## config.mk

```make
export PLATFORM = sky130hd
export DESIGN_NAME = supply_supervisor_watchdog
export DESIGN_NICKNAME = d
export VERILOG_FILES = /design/src/common/sswd_pkg.sv /design/src/hdl/supply_supervisor_watchdog.sv /design/src/hdl/sswd_tick_gen.sv
export VERILOG_INCLUDE_DIRS = /design/src /design/src/common
export SDC_FILE = /design/constraint.sdc
export NUM_CORES = 1
export LEC_CHECK = 0
export BUFFER_PORTS_ARGS = -buffer_cell sky130_fd_sc_hd__buf_2
export CAP_MARGIN = 20
export CORE_MARGIN = 4
export CORE_UTILIZATION = 30
export CTS_CLUSTER_SIZE = 16
export DETAILED_ROUTE_END_ITERATION = 12
export PLACE_DENSITY = 0.41
export SETUP_SLACK_MARGIN = 0.15
export SYNTH_ARGS = -nofsm -noshare
export SYNTH_HDL_FRONTEND = slang
export SYNTH_SLANG_ARGS = --single-unit
```

## constraint.sdc

```tcl
create_clock -name clock -period 3.7 [get_ports clock]
set_input_delay 0.185 -clock clock [delete_from_list [all_inputs] [get_ports clock]]
set_output_delay 0.185 -clock clock [all_outputs]
set_load 0.01 [all_outputs]
```

## src/common/sswd_cfg.svh

```systemverilog
// Timing and configuration constants of the supply supervisor core
`ifndef SSWD_CFG_SVH
`define SSWD_CFG_SVH

// *****************************************
// Clock and internal time base
// *****************************************
`define SSWD_CLOCK_HZ          100000000
`define SSWD_TICK_US           1000
`define SSWD_TICK_CYCLES       ((`SSWD_CLOCK_HZ / 1000000) * `SSWD_TICK_US)

// *****************************************
// Times in milliseconds
// *****************************************
`define SSWD_RESET_MIN_MS      140
`define SSWD_RESET_NOM_MS      200
`define SSWD_WD_LONG_MS        1600
`define SSWD_WD_SHORT_MS       100

// *****************************************
// External clock mode
// *****************************************
`define SSWD_EXT_DIVIDE        64
`define SSWD_EXT_RESET_TICKS   35
`define SSWD_EXT_WD_LONG_TICKS 400
`define SSWD_EXT_WD_SHORT_TICKS 25

`define SSWD_COUNT_W           16

// *****************************************
// Reset values
// *****************************************
// Synchronisers start at supply bad only, never at backup
`define SSWD_SYNC_RESET        8'h01

`endif

```

## src/common/sswd_pkg.sv

```systemverilog
// Types of the supply supervisor core
package sswd_pkg;

  typedef enum logic [1:0] {
    SSWD_RESET_HOLD,
    SSWD_RUN
  } sswd_reset_state_type;

endpackage

```

## src/hdl/supply_supervisor_watchdog.sv

```systemverilog
// Digital core of the supply supervisor with watchdog and memory gating
//
// Overview of operation
// - Processor reset low while supply below threshold or below battery.
// - Reset held at least 140ms (internal) or 35 external ticks after supply becomes valid.
// - Unserviced enabled watchdog pulses reset each period, at least 140ms in internal mode.
// - Active-high reset is always the inverse of active-low reset.
// - Supply-low flag follows threshold comparator with no added delay.
// - Supply-low flag also low while supply is below battery.
// - Floating watchdog input disables watchdog timeouts.
// - Every kick edge, rising or falling, restarts the watchdog count.
// - Watchdog expired output low when kick input constant beyond period.
// - Watchdog expired output set high on kick edge or supply-low.
// - Memory select out follows memory select in when supply valid.
// - Memory select out forced high when supply below threshold.
// - Below battery, early warning output forced low.
// - Backup active high while output switched to battery.
// - Choose high or floating selects internal oscillator timing.
// - Choose low uses external clock counts for reset and watchdog.
// - Internal oscillator reset duration nominally 200ms.
// - Internal mode: time base input selects 1.6s or 100ms period.
// - First watchdog period after any reset is the long period.
// - External clock divided by 64 before clocking the watchdog.
// - Backup mode ignores kick, memory select, time base inputs.
`timescale 1ns/100ps
`include "sswd_cfg.svh"
module supply_supervisor_watchdog #(
  parameter bit SHORT_WHEN_HIGH = 1'b1
) (
  input  wire logic clock,
  input  wire logic resetn,
  input  wire logic supplyBelowThreshold,
  input  wire logic supplyBelowBattery,
  input  wire logic earlyWarnSense,
  input  wire logic watchdogKickIn,
  input  wire logic watchdogKickFloating,
  input  wire logic memSelectInN,
  input  wire logic timebaseIn,
  input  wire logic timebaseChoose,
  output logic      processorResetN,
  output logic      processorReset,
  output logic      supplyLowFlag,
  output logic      watchdogExpiredN,
  output logic      earlyWarnOutN,
  output logic      backupActive,
  output logic      memSelectOutN
);

  localparam int INT_RESET_TICKS = `SSWD_RESET_NOM_MS * 1000 / `SSWD_TICK_US;
  localparam int INT_LONG_TICKS  = `SSWD_WD_LONG_MS * 1000 / `SSWD_TICK_US;
  localparam int INT_SHORT_TICKS = `SSWD_WD_SHORT_MS * 1000 / `SSWD_TICK_US;
  localparam int CW              = `SSWD_COUNT_W;
  // Supply bad but not backup, so release shows no false backup flag
  localparam logic [7:0] SYNC_RESET = `SSWD_SYNC_RESET;

  // *****************************************
  // Reset release and pin synchronisers
  // *****************************************
  logic       rstMeta;
  logic       rst_n;
  logic [7:0] pinRaw;
  logic [7:0] syncA;
  logic [7:0] syncB;

  always_ff @(posedge clock or negedge resetn) begin
    if (!resetn) begin
      rstMeta <= 1'b0;
      rst_n   <= 1'b0;
    end else begin
      rstMeta <= 1'b1;
      rst_n   <= rstMeta;
    end
  end

  // Pins gathered in one word, bit order fixed by the taps below
  assign pinRaw = {timebaseChoose, timebaseIn, memSelectInN, watchdogKickFloating,
                   watchdogKickIn, earlyWarnSense, supplyBelowBattery, supplyBelowThreshold};

  // Unsynchronised paths would let one comparator glitch split across users
  for (genvar i = 0; i < 8; i++) begin : g_sync
    always_ff @(posedge clock or negedge rst_n) begin
      if (!rst_n) begin
        syncA[i] <= SYNC_RESET[i];
        syncB[i] <= SYNC_RESET[i];
      end else begin
        syncA[i] <= pinRaw[i];
        syncB[i] <= syncA[i];
      end
    end
  end

  logic belowThr;
  logic belowBatt;
  logic warnSense;
  logic kickLevel;
  logic kickFloat;
  logic memSelIn;
  logic tbIn;
  logic tbChoose;
  assign belowThr  = syncB[0];
  assign belowBatt = syncB[1];
  assign warnSense = syncB[2];
  assign kickLevel = syncB[3];
  assign kickFloat = syncB[4];
  assign memSelIn  = syncB[5];
  assign tbIn      = syncB[6];
  assign tbChoose  = syncB[7];

  logic supplyBad;
  assign supplyBad = belowThr | belowBatt;

  // *****************************************
  // Time base selection
  // *****************************************
  logic useExternal;
  logic shortSelect;
  logic tick;

  // Choose held latched during backup so a dying pin cannot flip the mode
  always_ff @(posedge clock or negedge rst_n) begin
    if (!rst_n) begin
      useExternal <= 1'b0;
      shortSelect <= 1'b0;
    end else if (!belowBatt) begin
      useExternal <= !tbChoose;
      // External base has no spare select pin, so it runs short after the first period
      shortSelect <= !tbChoose || (tbIn == SHORT_WHEN_HIGH);
    end
  end

  sswd_tick_gen timeBase (
    .clock       (clock),
    .rst_n       (rst_n),
    .useExternal (useExternal),
    .extClock    (tbIn),
    .freeze      (belowBatt),
    .tick        (tick)
  );

  // *****************************************
  // Time counts of the selected base
  // *****************************************
  // One selector for all three times keeps reset and watchdog on the same base
  function automatic logic [CW-1:0] pick_ticks(input logic ext, input int extTicks,
                                               input int intTicks);
    return ext ? CW'(extTicks) : CW'(intTicks);
  endfunction

  logic [CW-1:0] resetTicks;
  logic [CW-1:0] longTicks;
  logic [CW-1:0] shortTicks;
  assign resetTicks = pick_ticks(useExternal, `SSWD_EXT_RESET_TICKS, INT_RESET_TICKS);
  assign longTicks  = pick_ticks(useExternal, `SSWD_EXT_WD_LONG_TICKS, INT_LONG_TICKS);
  assign shortTicks = pick_ticks(useExternal, `SSWD_EXT_WD_SHORT_TICKS, INT_SHORT_TICKS);

  // *****************************************
  // Kick edge detection
  // *****************************************
  logic kickLast;
  logic kickEdge;

  // Reset copy matches the low idle level of the pin, so release shows no false edge
  always_ff @(posedge clock or negedge rst_n) begin
    if (!rst_n) begin
      kickLast <= 1'b0;
    end else begin
      kickLast <= kickLevel;
    end
  end

  assign kickEdge = (kickLevel != kickLast) && !kickFloat && !belowBatt;

  // *****************************************
  // Reset pulse generator
  // *****************************************
  sswd_pkg::sswd_reset_state_type state;
  logic [CW-1:0] holdCount;
  logic          wdTimeout;
  logic          firstPeriod;

  // Reset time comes from the time base: 200ms internally, 35 ticks of the divided external clock otherwise
  always_ff @(posedge clock or negedge rst_n) begin
    if (!rst_n) begin
      state     <= sswd_pkg::SSWD_RESET_HOLD;
      holdCount <= '0;
    end else begin
      case (state)
        sswd_pkg::SSWD_RESET_HOLD: begin
          if (supplyBad) begin
            holdCount <= '0;
          end else if (tick) begin
            if (holdCount >= resetTicks - CW'(1)) begin
              holdCount <= '0;
              state     <= sswd_pkg::SSWD_RUN;
            end else begin
              holdCount <= holdCount + CW'(1);
            end
          end
        end
        default: begin
          if (supplyBad || wdTimeout) begin
            holdCount <= '0;
            state     <= sswd_pkg::SSWD_RESET_HOLD;
          end
        end
      endcase
    end
  end

  // *****************************************
  // Watchdog counter
  // *****************************************
  logic [CW-1:0] wdCount;
  logic [CW-1:0] wdLimit;
  assign wdLimit   = (firstPeriod || !shortSelect) ? longTicks : shortTicks;
  assign wdTimeout = (state == sswd_pkg::SSWD_RUN) && !kickFloat && tick &&
                     (wdCount >= wdLimit - CW'(1));

  // Floating pin holds the count at zero and ends the first period
  always_ff @(posedge clock or negedge rst_n) begin
    if (!rst_n) begin
      wdCount     <= '0;
      firstPeriod <= 1'b1;
    end else if (state != sswd_pkg::SSWD_RUN) begin
      wdCount     <= '0;
      firstPeriod <= 1'b1;
    end else if (kickEdge || kickFloat) begin
      wdCount     <= '0;
      firstPeriod <= 1'b0;
    end else if (tick) begin
      wdCount <= wdCount + CW'(1);
    end
  end

  // *****************************************
  // Outputs
  // *****************************************
  logic next_resetActive;
  assign next_resetActive = supplyBad || wdTimeout || state != sswd_pkg::SSWD_RUN;

  // Both copies come from the same next value so they never disagree
  always_ff @(posedge clock or negedge rst_n) begin
    if (!rst_n) begin
      processorResetN <= 1'b0;
    end else begin
      processorResetN <= !next_resetActive;
    end
  end

  always_ff @(posedge clock or negedge rst_n) begin
    if (!rst_n) begin
      processorReset <= 1'b1;
    end else begin
      processorReset <= next_resetActive;
    end
  end

  // A kick in the same cycle as a timeout wins for this flag only; reset still fires, the count restarts anyway
  always_ff @(posedge clock or negedge rst_n) begin
    if (!rst_n) begin
      watchdogExpiredN <= 1'b1;
    end else if (supplyBad || kickEdge) begin
      watchdogExpiredN <= 1'b1;
    end else if (wdTimeout) begin
      watchdogExpiredN <= 1'b0;
    end
  end

  // Direct from the synchronised comparators, no timer in the path
  always_ff @(posedge clock or negedge rst_n) begin
    if (!rst_n) begin
      supplyLowFlag <= 1'b0;
    end else begin
      supplyLowFlag <= !supplyBad;
    end
  end

  always_ff @(posedge clock or negedge rst_n) begin
    if (!rst_n) begin
      earlyWarnOutN <= 1'b0;
    end else begin
      earlyWarnOutN <= belowBatt ? 1'b0 : warnSense;
    end
  end

  always_ff @(posedge clock or negedge rst_n) begin
    if (!rst_n) begin
      backupActive <= 1'b0;
    end else begin
      backupActive <= belowBatt;
    end
  end

  always_ff @(posedge clock or negedge rst_n) begin
    if (!rst_n) begin
      memSelectOutN <= 1'b1;
    end else begin
      memSelectOutN <= supplyBad ? 1'b1 : memSelIn;
    end
  end

endmodule

```

## src/hdl/sswd_tick_gen.sv

```systemverilog
// Time base: internal millisecond ticks or external clock divided by 64
`timescale 1ns/100ps
`include "sswd_cfg.svh"
module sswd_tick_gen (
  input  wire logic clock,
  input  wire logic rst_n,
  input  wire logic useExternal,
  input  wire logic extClock,
  input  wire logic freeze,
  output logic      tick
);

  localparam int INT_CYCLES = `SSWD_TICK_CYCLES;
  localparam int EXT_DIV    = `SSWD_EXT_DIVIDE;

  logic [16:0] intCount;
  logic [5:0]  extCount;
  logic        extLast;

  // *****************************************
  // Dividers
  // *****************************************
  always_ff @(posedge clock or negedge rst_n) begin
    if (!rst_n) begin
      intCount <= 17'h0;
      extCount <= 6'h0;
      extLast  <= 1'b0;
      tick     <= 1'b0;
    end else begin
      extLast <= extClock;
      tick    <= 1'b0;
      if (freeze) begin
        intCount <= 17'h0;
      end else if (!useExternal) begin
        if (intCount == 17'(INT_CYCLES - 1)) begin
          intCount <= 17'h0;
          tick     <= 1'b1;
        end else begin
          intCount <= intCount + 17'h1;
        end
      end else if (extClock && !extLast) begin
        // Phase of the divide is free running: up to one tick of jitter
        if (extCount == 6'(EXT_DIV - 1)) begin
          extCount <= 6'h0;
          tick     <= 1'b1;
        end else begin
          extCount <= extCount + 6'h1;
        end
      end
    end
  end

endmodule

```

After elaboration in Yosys (flattened, before gate mapping)
Cells that the tools add are included.

storage, ports and cells
  RAM bits = 0
  output and inout bits = 7
  input bits = 10
  memories = 0
  bits in registers = 88
  bits in read-only memories = 0
  latch bits = 0

cells by class
  bitwise logic cells = 2
  eq/ne operators = 10
  shift operators = 0
  mux-type cells = 32
  $lt $le $gt $ge = 2
  div/mod/pow operators = 0
  $mul = 0
  reduce and logical (&&, ||, !) cells = 27
  add/subtract/negate cells = 6

operators with widths
  operator                 number
  $mux W16                 8
  $mux W17                 3
  $add A16 B1 Y16 const B  2
  $ge A16 B16 Y1           2
  $mux W11                 2
  $add A17 B1 Y17 const B  1
  $eq A17 B17 Y1 const B   1
  $sub A11 B1 Y12 const B  1
  $mux W1                  11
  $mux W2                  5
  $sub A8 B1 Y9 const B    1
  $mux W8                  1
  $logic_not A1 Y1         7
  $mux W7                  1
  $add A6 B1 Y6 const B    1
  $eq A6 B6 Y1 const B     1
  $logic_and A1 B1 Y1      6
  $logic_or A1 B1 Y1       6
  $mux W6                  1
  $ne A2 B2 Y1 const B     3
  $reduce_bool A2 Y1       3
  $ne A2 B1 Y1 const B     2
  $reduce_and A4 Y1        1
  $ne A3 B2 Y1 const B     1
  8 further kinds          8

Depth between registers and ports, before layout
  depth after elaboration = 9
  depth in mapped cells = 14

Hierarchy
Synthesis repeated with hierarchy kept, for this count alone.

unflattened totals
  cell total of the unflattened synthesis = 407
  area, all modules = 4393.0 um2

by module, submodules not included
  module                      sequential area each (um2)  area each (um2)  times used  cells an instance
  supply_supervisor_watchdog  1559.0                      3061.7           1           273
  sswd_tick_gen               625.6                       1331.3           1           134

Worst setup path after synthesis
OpenSTA, ideal clock, no wires.

  path kind = register to register
  start = reg firstPeriod
  end = reg holdCount[1]
  buffers on the path = 1
  path slack = 1.088 ns
  cell stages (with the launch flop) = 14
  required time = 3.621 ns
  data arrival time = 2.533 ns
  clock period less this slack = 2.612 ns
  path through = dfstp_2 > inv_1 > nand2_1 > inv_1 > ha_1 > inv_1 > ha_1 > nand2b_1 > a2111oi_0 > nand3b_1 > nand3_1 > o21ai_2 > buf_2 > mux2i_1

between the ends
  longest elaborated chain between the ends = 8

ends and longest elaborated chain
  item                          RTL line                           text
  start: declaration            supply_supervisor_watchdog.sv:179  logic firstPeriod;
  start signal: assignment      supply_supervisor_watchdog.sv:223  firstPeriod <= 1'b1;
  start signal: assignment      supply_supervisor_watchdog.sv:226  firstPeriod <= 1'b1;
  start signal: assignment      supply_supervisor_watchdog.sv:229  firstPeriod <= 1'b0;
  $logic_or A1 B1 Y1            supply_supervisor_watchdog.sv:215  assign wdLimit = (firstPeriod || !shortSelect) ? longTicks : shortTicks;
  $mux W11                      supply_supervisor_watchdog.sv:215
  $sub A11 B1 Y12               supply_supervisor_watchdog.sv:217  (wdCount >= wdLimit - CW'(1));
  $ge A16 B16 Y1                supply_supervisor_watchdog.sv:217
  $logic_and A1 B1 Y1           supply_supervisor_watchdog.sv:216  assign wdTimeout = (state == sswd_pkg::SSWD_RUN) && !kickFloat && tick &&
  $logic_or A1 B1 Y1            supply_supervisor_watchdog.sv:201  if (supplyBad || wdTimeout) begin
  $reduce_bool A2 Y1 (no line)  -
  $reduce_and A2 Y1 (no line)   -
  end signal: assignment        supply_supervisor_watchdog.sv:196  holdCount <= holdCount + CW'(1);
  end: declaration              supply_supervisor_watchdog.sv:177  logic [CW-1:0] holdCount;

No other way between the ends.
A chain may end at the register's enable or synchronous reset.

Worst setup path in the final report
  start = reg useExternal
  end = reg holdCount[2]

between the ends
  longest elaborated chain between the ends = 8
  elaborated cells between the ends (all ways) = 16

ends and longest elaborated chain
  item                                        RTL line                           text
  start: declaration                          supply_supervisor_watchdog.sv:115  logic useExternal;
  start signal: assignment                    supply_supervisor_watchdog.sv:125  useExternal <= !tbChoose;
  $mux W7 / $mux W11 (equally long branches)  supply_supervisor_watchdog.sv:146  return ext ? CW'(extTicks) : CW'(intTicks);
  $mux W11                                    supply_supervisor_watchdog.sv:215
  $sub A11 B1 Y12                             supply_supervisor_watchdog.sv:217
  $ge A16 B16 Y1                              supply_supervisor_watchdog.sv:217
  $logic_and A1 B1 Y1                         supply_supervisor_watchdog.sv:216
  $logic_or A1 B1 Y1                          supply_supervisor_watchdog.sv:201
  $reduce_bool A2 Y1 (no line)                -
  $reduce_and A2 Y1 (no line)                 -

Parallel ways exist; a longest one is shown, timed or not. The select of a mux whose other input is x is not followed.

==> reports/metrics.csv <==
stage,metric,value,unit
job,Max Cap Viol,0,
global_routing,grt ovf,0,
placed_design,Routability Congestion,0.777,
synth,Async SR Flop Fraction,100,%
detailed_routing,First DRT Iteration DRCs,149,
synth,Mean Syn Cell Area,10.7,um2
clock_tree,cts bufs inserted,9,
timing,Final Hold Vio Count,0,
clock_tree,Worst-path clk slew,0.07,ns
final_layout,layout cell share with drive strength beyond 1,11.4,%
die,Horiz. Die Dim,126,um
synth,Most used DFF post-synth,dfrtp_1,
detailed_routing,"antenna viol nets, final",0,
clock_tree,postcts setup bufs,0,
timing,max-slew violations,0,
die,Die ar.,15800,um2
clock_tree,CTS resizes,0,
timing,RSZ-0062 raised after global routing,no,
synth,Ys Warns,0,
critical_path,CP max-delay cell,dfrtp_1,
timing,slew at the pin closest to its max-slew limit,0.840,ns
critical_path,Worst R2R Setup Slack,0.68,ns
critical_path,CP Cell Sequence,inv_1 > ha_1 > inv_1 > ha_1 > ha_1 > o21ai_0 > a21oi_1 > nand3b_1 > nand3_1 > o21ai_2 > buf_4 > a221o_2,
synth,Cells after Synth,388,
critical_path,worst reg2reg path endpoint,holdCount[2],
run_status,status,completed,
clock_tree,Clock Path Buffers,2,
global_routing,global-route wire length before repair,14600,um
global_routing,met1 Track Usage GR,14.9,%
global_routing,total track usage,11.4,%
critical_path,WP data required,3.93,ns
critical_path,Worst R2R Path Depth,12,
die,# rows,42,
critical_path,Worst Path Arrival,3.25,ns
synth,sequential area share after synthesis,52.5,%
worst_hold_path,hold crit path type,in2async,
pwr,leakage,2.22,nW
critical_path,kind of critical path,reg2reg,
global_routing,vias in the first global route,2934,
placed_design,Final HPWL DP,5730,um
detailed_routing,drt pass-1 iters,5,
die,Die H,126,um
critical_path,CP Launch Type,flip-flop,
pwr,cell area power density,418,nW/um2
final_layout,Total Nets Final,468,
synth,mapped cell area,4160,um2
global_routing,largest net degree at the start of global routing,67,
detailed_routing,drt total wl,8080,um
synth,Cell variety after synth,53,
critical_path,Crit. End Element,flip-flop,
critical_path,Critical Path Max Stage Delay,0.65,ns
synth,Post-synth EDFFs,0,
timing,Setup-failing EPs final,0,
die,I/O Pins,17,
timing,Hold WS,0.145,ns
final_layout,Fill cells,1362,
critical_path,RR Startpoint,useExternal,
critical_path,CP most frequent cell,ha_1,
timing,Final min period,3.02,ns
final_layout,n_diodes,0,
detailed_routing,vias,2854,
global_routing,GRT busiest layer,met2,
pwr,worst vdd ir,0.407,mV
timing,"Period Utilization, post-route",81.6,%
timing,Fmax achieved,331,MHz
die,Initial Utilization,31.1,%
synth,Seq cells post-synth,87,
timing,slew margin rel.,44.0,%
clock_tree,CTS tree,yes,
global_routing,grt met3 use,4.23,%
critical_path,crit-path max FO,16,
timing,setup tns final,0,ns
final_layout,Area Growth Syn to Fin,16.4,%
global_routing,M2 GR Usage,17.8,%
detailed_routing,drt wl/cell,13.3,um
timing,Setup Skew,0.00576,ns
global_routing,initial antenna violation count,0,
clock_tree,worst skew pair latency,0.35,ns
clock_tree,H-tree depth,3,
detailed_routing,Vias per Instance,4.70,
clock_tree,CTS root buf,clkbuf_16,
die,Core Area,13400,um2
clock_tree,clk sinks,87,
detailed_routing,# DRC,0,
placed_design,IO buf count,16,
==> worst max-delay path by stage <==
stage	from	to	slack [ns]	depth (start not counted)
finish	useExternal	holdCount[2]	0.68	12
global route	useExternal	holdCount[2]	0.43	12
CTS	useExternal	holdCount[2]	0.65	12
detailed placement	useExternal	holdCount[2]	0.66	12
global placement	useExternal	holdCount[1]	0.78	11
floorplan	firstPeriod	holdCount[1]	1.09	13
==> synthesized netlist by cell type, types with 2 or more instances <==
cell       count  share of area, %
clkbuf_1       3              0.27
nor4b_1        2              0.42
and2_1         8               1.2
a21o_1         4              0.72
nand2_1       34               3.1
dfrtp_1       81                49
nand4_1       13               2.0
inv_1         15               1.4
ha_1          32               9.6
dfstp_2        6               3.8
a22o_1         2              0.42
o211ai_1       2              0.36
and4_1         5               1.1
a21oi_1       11               1.3
mux2i_1        3              0.72
xor2_1        23               4.8
nor2b_1        5              0.75
or3_1          4              0.60
and3_1         7               1.1
xnor2_1        7               1.5
nand3_1       21               2.5
nor2_1        39               3.5
o21ai_0       13               1.6
o2bb2ai_1      2              0.42
a31oi_1        2              0.30
nor4_1         3              0.45
o31ai_1        5              0.90
nor3_1         7              0.84
nand3b_1       2              0.36
nor3b_1        2              0.36
nand2b_1       3              0.45
==> cells by family (layout without fill, tap and decap cells) <==
| group | Yosys count | after routing | synth area share [%] |
|---|---|---|---|
| AND/OR/NAND/NOR | 161 | 161 | 19.9 |
| flip-flops | 87 | 87 | 52.5 |
| AO/OA/AOI/OAI | 52 | 52 | 8.24 |
| adder cells (fa/ha/maj) | 32 | 32 | 9.62 |
| XOR/XNOR | 30 | 30 | 6.31 |
| buffers and inverters | 21 | 59 | 2.34 |
| multiplexers | 4 | 4 | 0.992 |
| other | 1 | 6 | 0.0901 |
==> sequential cells by signal (all words and copies together) (netlist names), 6 cells and up <==
register           flops
timeBase.intCount     17
holdCount             16
wdCount               16
syncA                  8
timeBase.extCount      6
==> worst max-delay path, delay by kind of cell (launching register included) <==
| kind | cells | cell delay, ns |
|---|---|---|
| AOI/OAI and AO/OA | 4 | 0.68 |
| adders and majority gates | 3 | 0.77 |
| buffers and inverters | 3 | 0.53 |
| DFF | 1 | 0.65 |
| and+or+nand+nor | 2 | 0.26 |
==> cell type report <==
class | count | area (um2) | area share [%]
Timing Repair Buffer | 28 | 193 | 3.98
Clock inverter | 7 | 65.1 | 1.34
Sequential cell | 87 | 2190 | 45.1
Multi-Input combinational cell | 285 | 1900 | 39.2
Inverter | 15 | 56.3 | 1.16
Tap cell | 176 | 220 | 4.54
Clock buffer | 9 | 225 | 4.65
==> metal layers <==
layer / share of wire, % / wire length (um)
met1: 49 / 3930
met2: 46 / 3720
met3: 4.2 / 342
met4: 1.1 / 87
met5: 0 / 0
==> cells in the final DEF, fill, tap and decap left out, types with 9 or more instances in the layout <==
cell type	instances
dfrtp_1	80
nand2_1	34
ha_1	32
dlygate4sd3_1	9
xor2_1	23
clkbuf_16	9
a21oi_1	11
inv_1	15
nor2_1	39
o21ai_0	13
nand4_1	13
nand3_1	21
buf_2	16
==> through the flow <==
step	cells	power, W	setup slack (ns)	util (%)	area, um2
after floorplan	393	0.00113	1.09	-	4180
after global placement	582	0.00117	0.778	33.3	4470
after detailed placement	582	0.00117	0.659	33.3	4470
after CTS	607	0.00207	0.647	36.2	4850
after global routing	607	0.00215	0.426	36.2	4850
final	607	0.00203	0.681	36.2	4850
==> where the power goes <==
group	total [W]	switching, W	internal [W]	leakage, nW
clock network	0.000872	0.000403	0.000469	0.137
logic	0.000113	0.0000585	0.0000543	0.952
registers	0.00104	0.0000536	0.000990	1.14
==> repair_timing <==
action | 4_1_cts | 5_1_grt
endpoints found under the setup margin | 0 | 0
hold buffers | 9 | 0
endpoints found under the hold margin | 10 | 0
No activity file was read; power rests on OpenSTA's default activity.
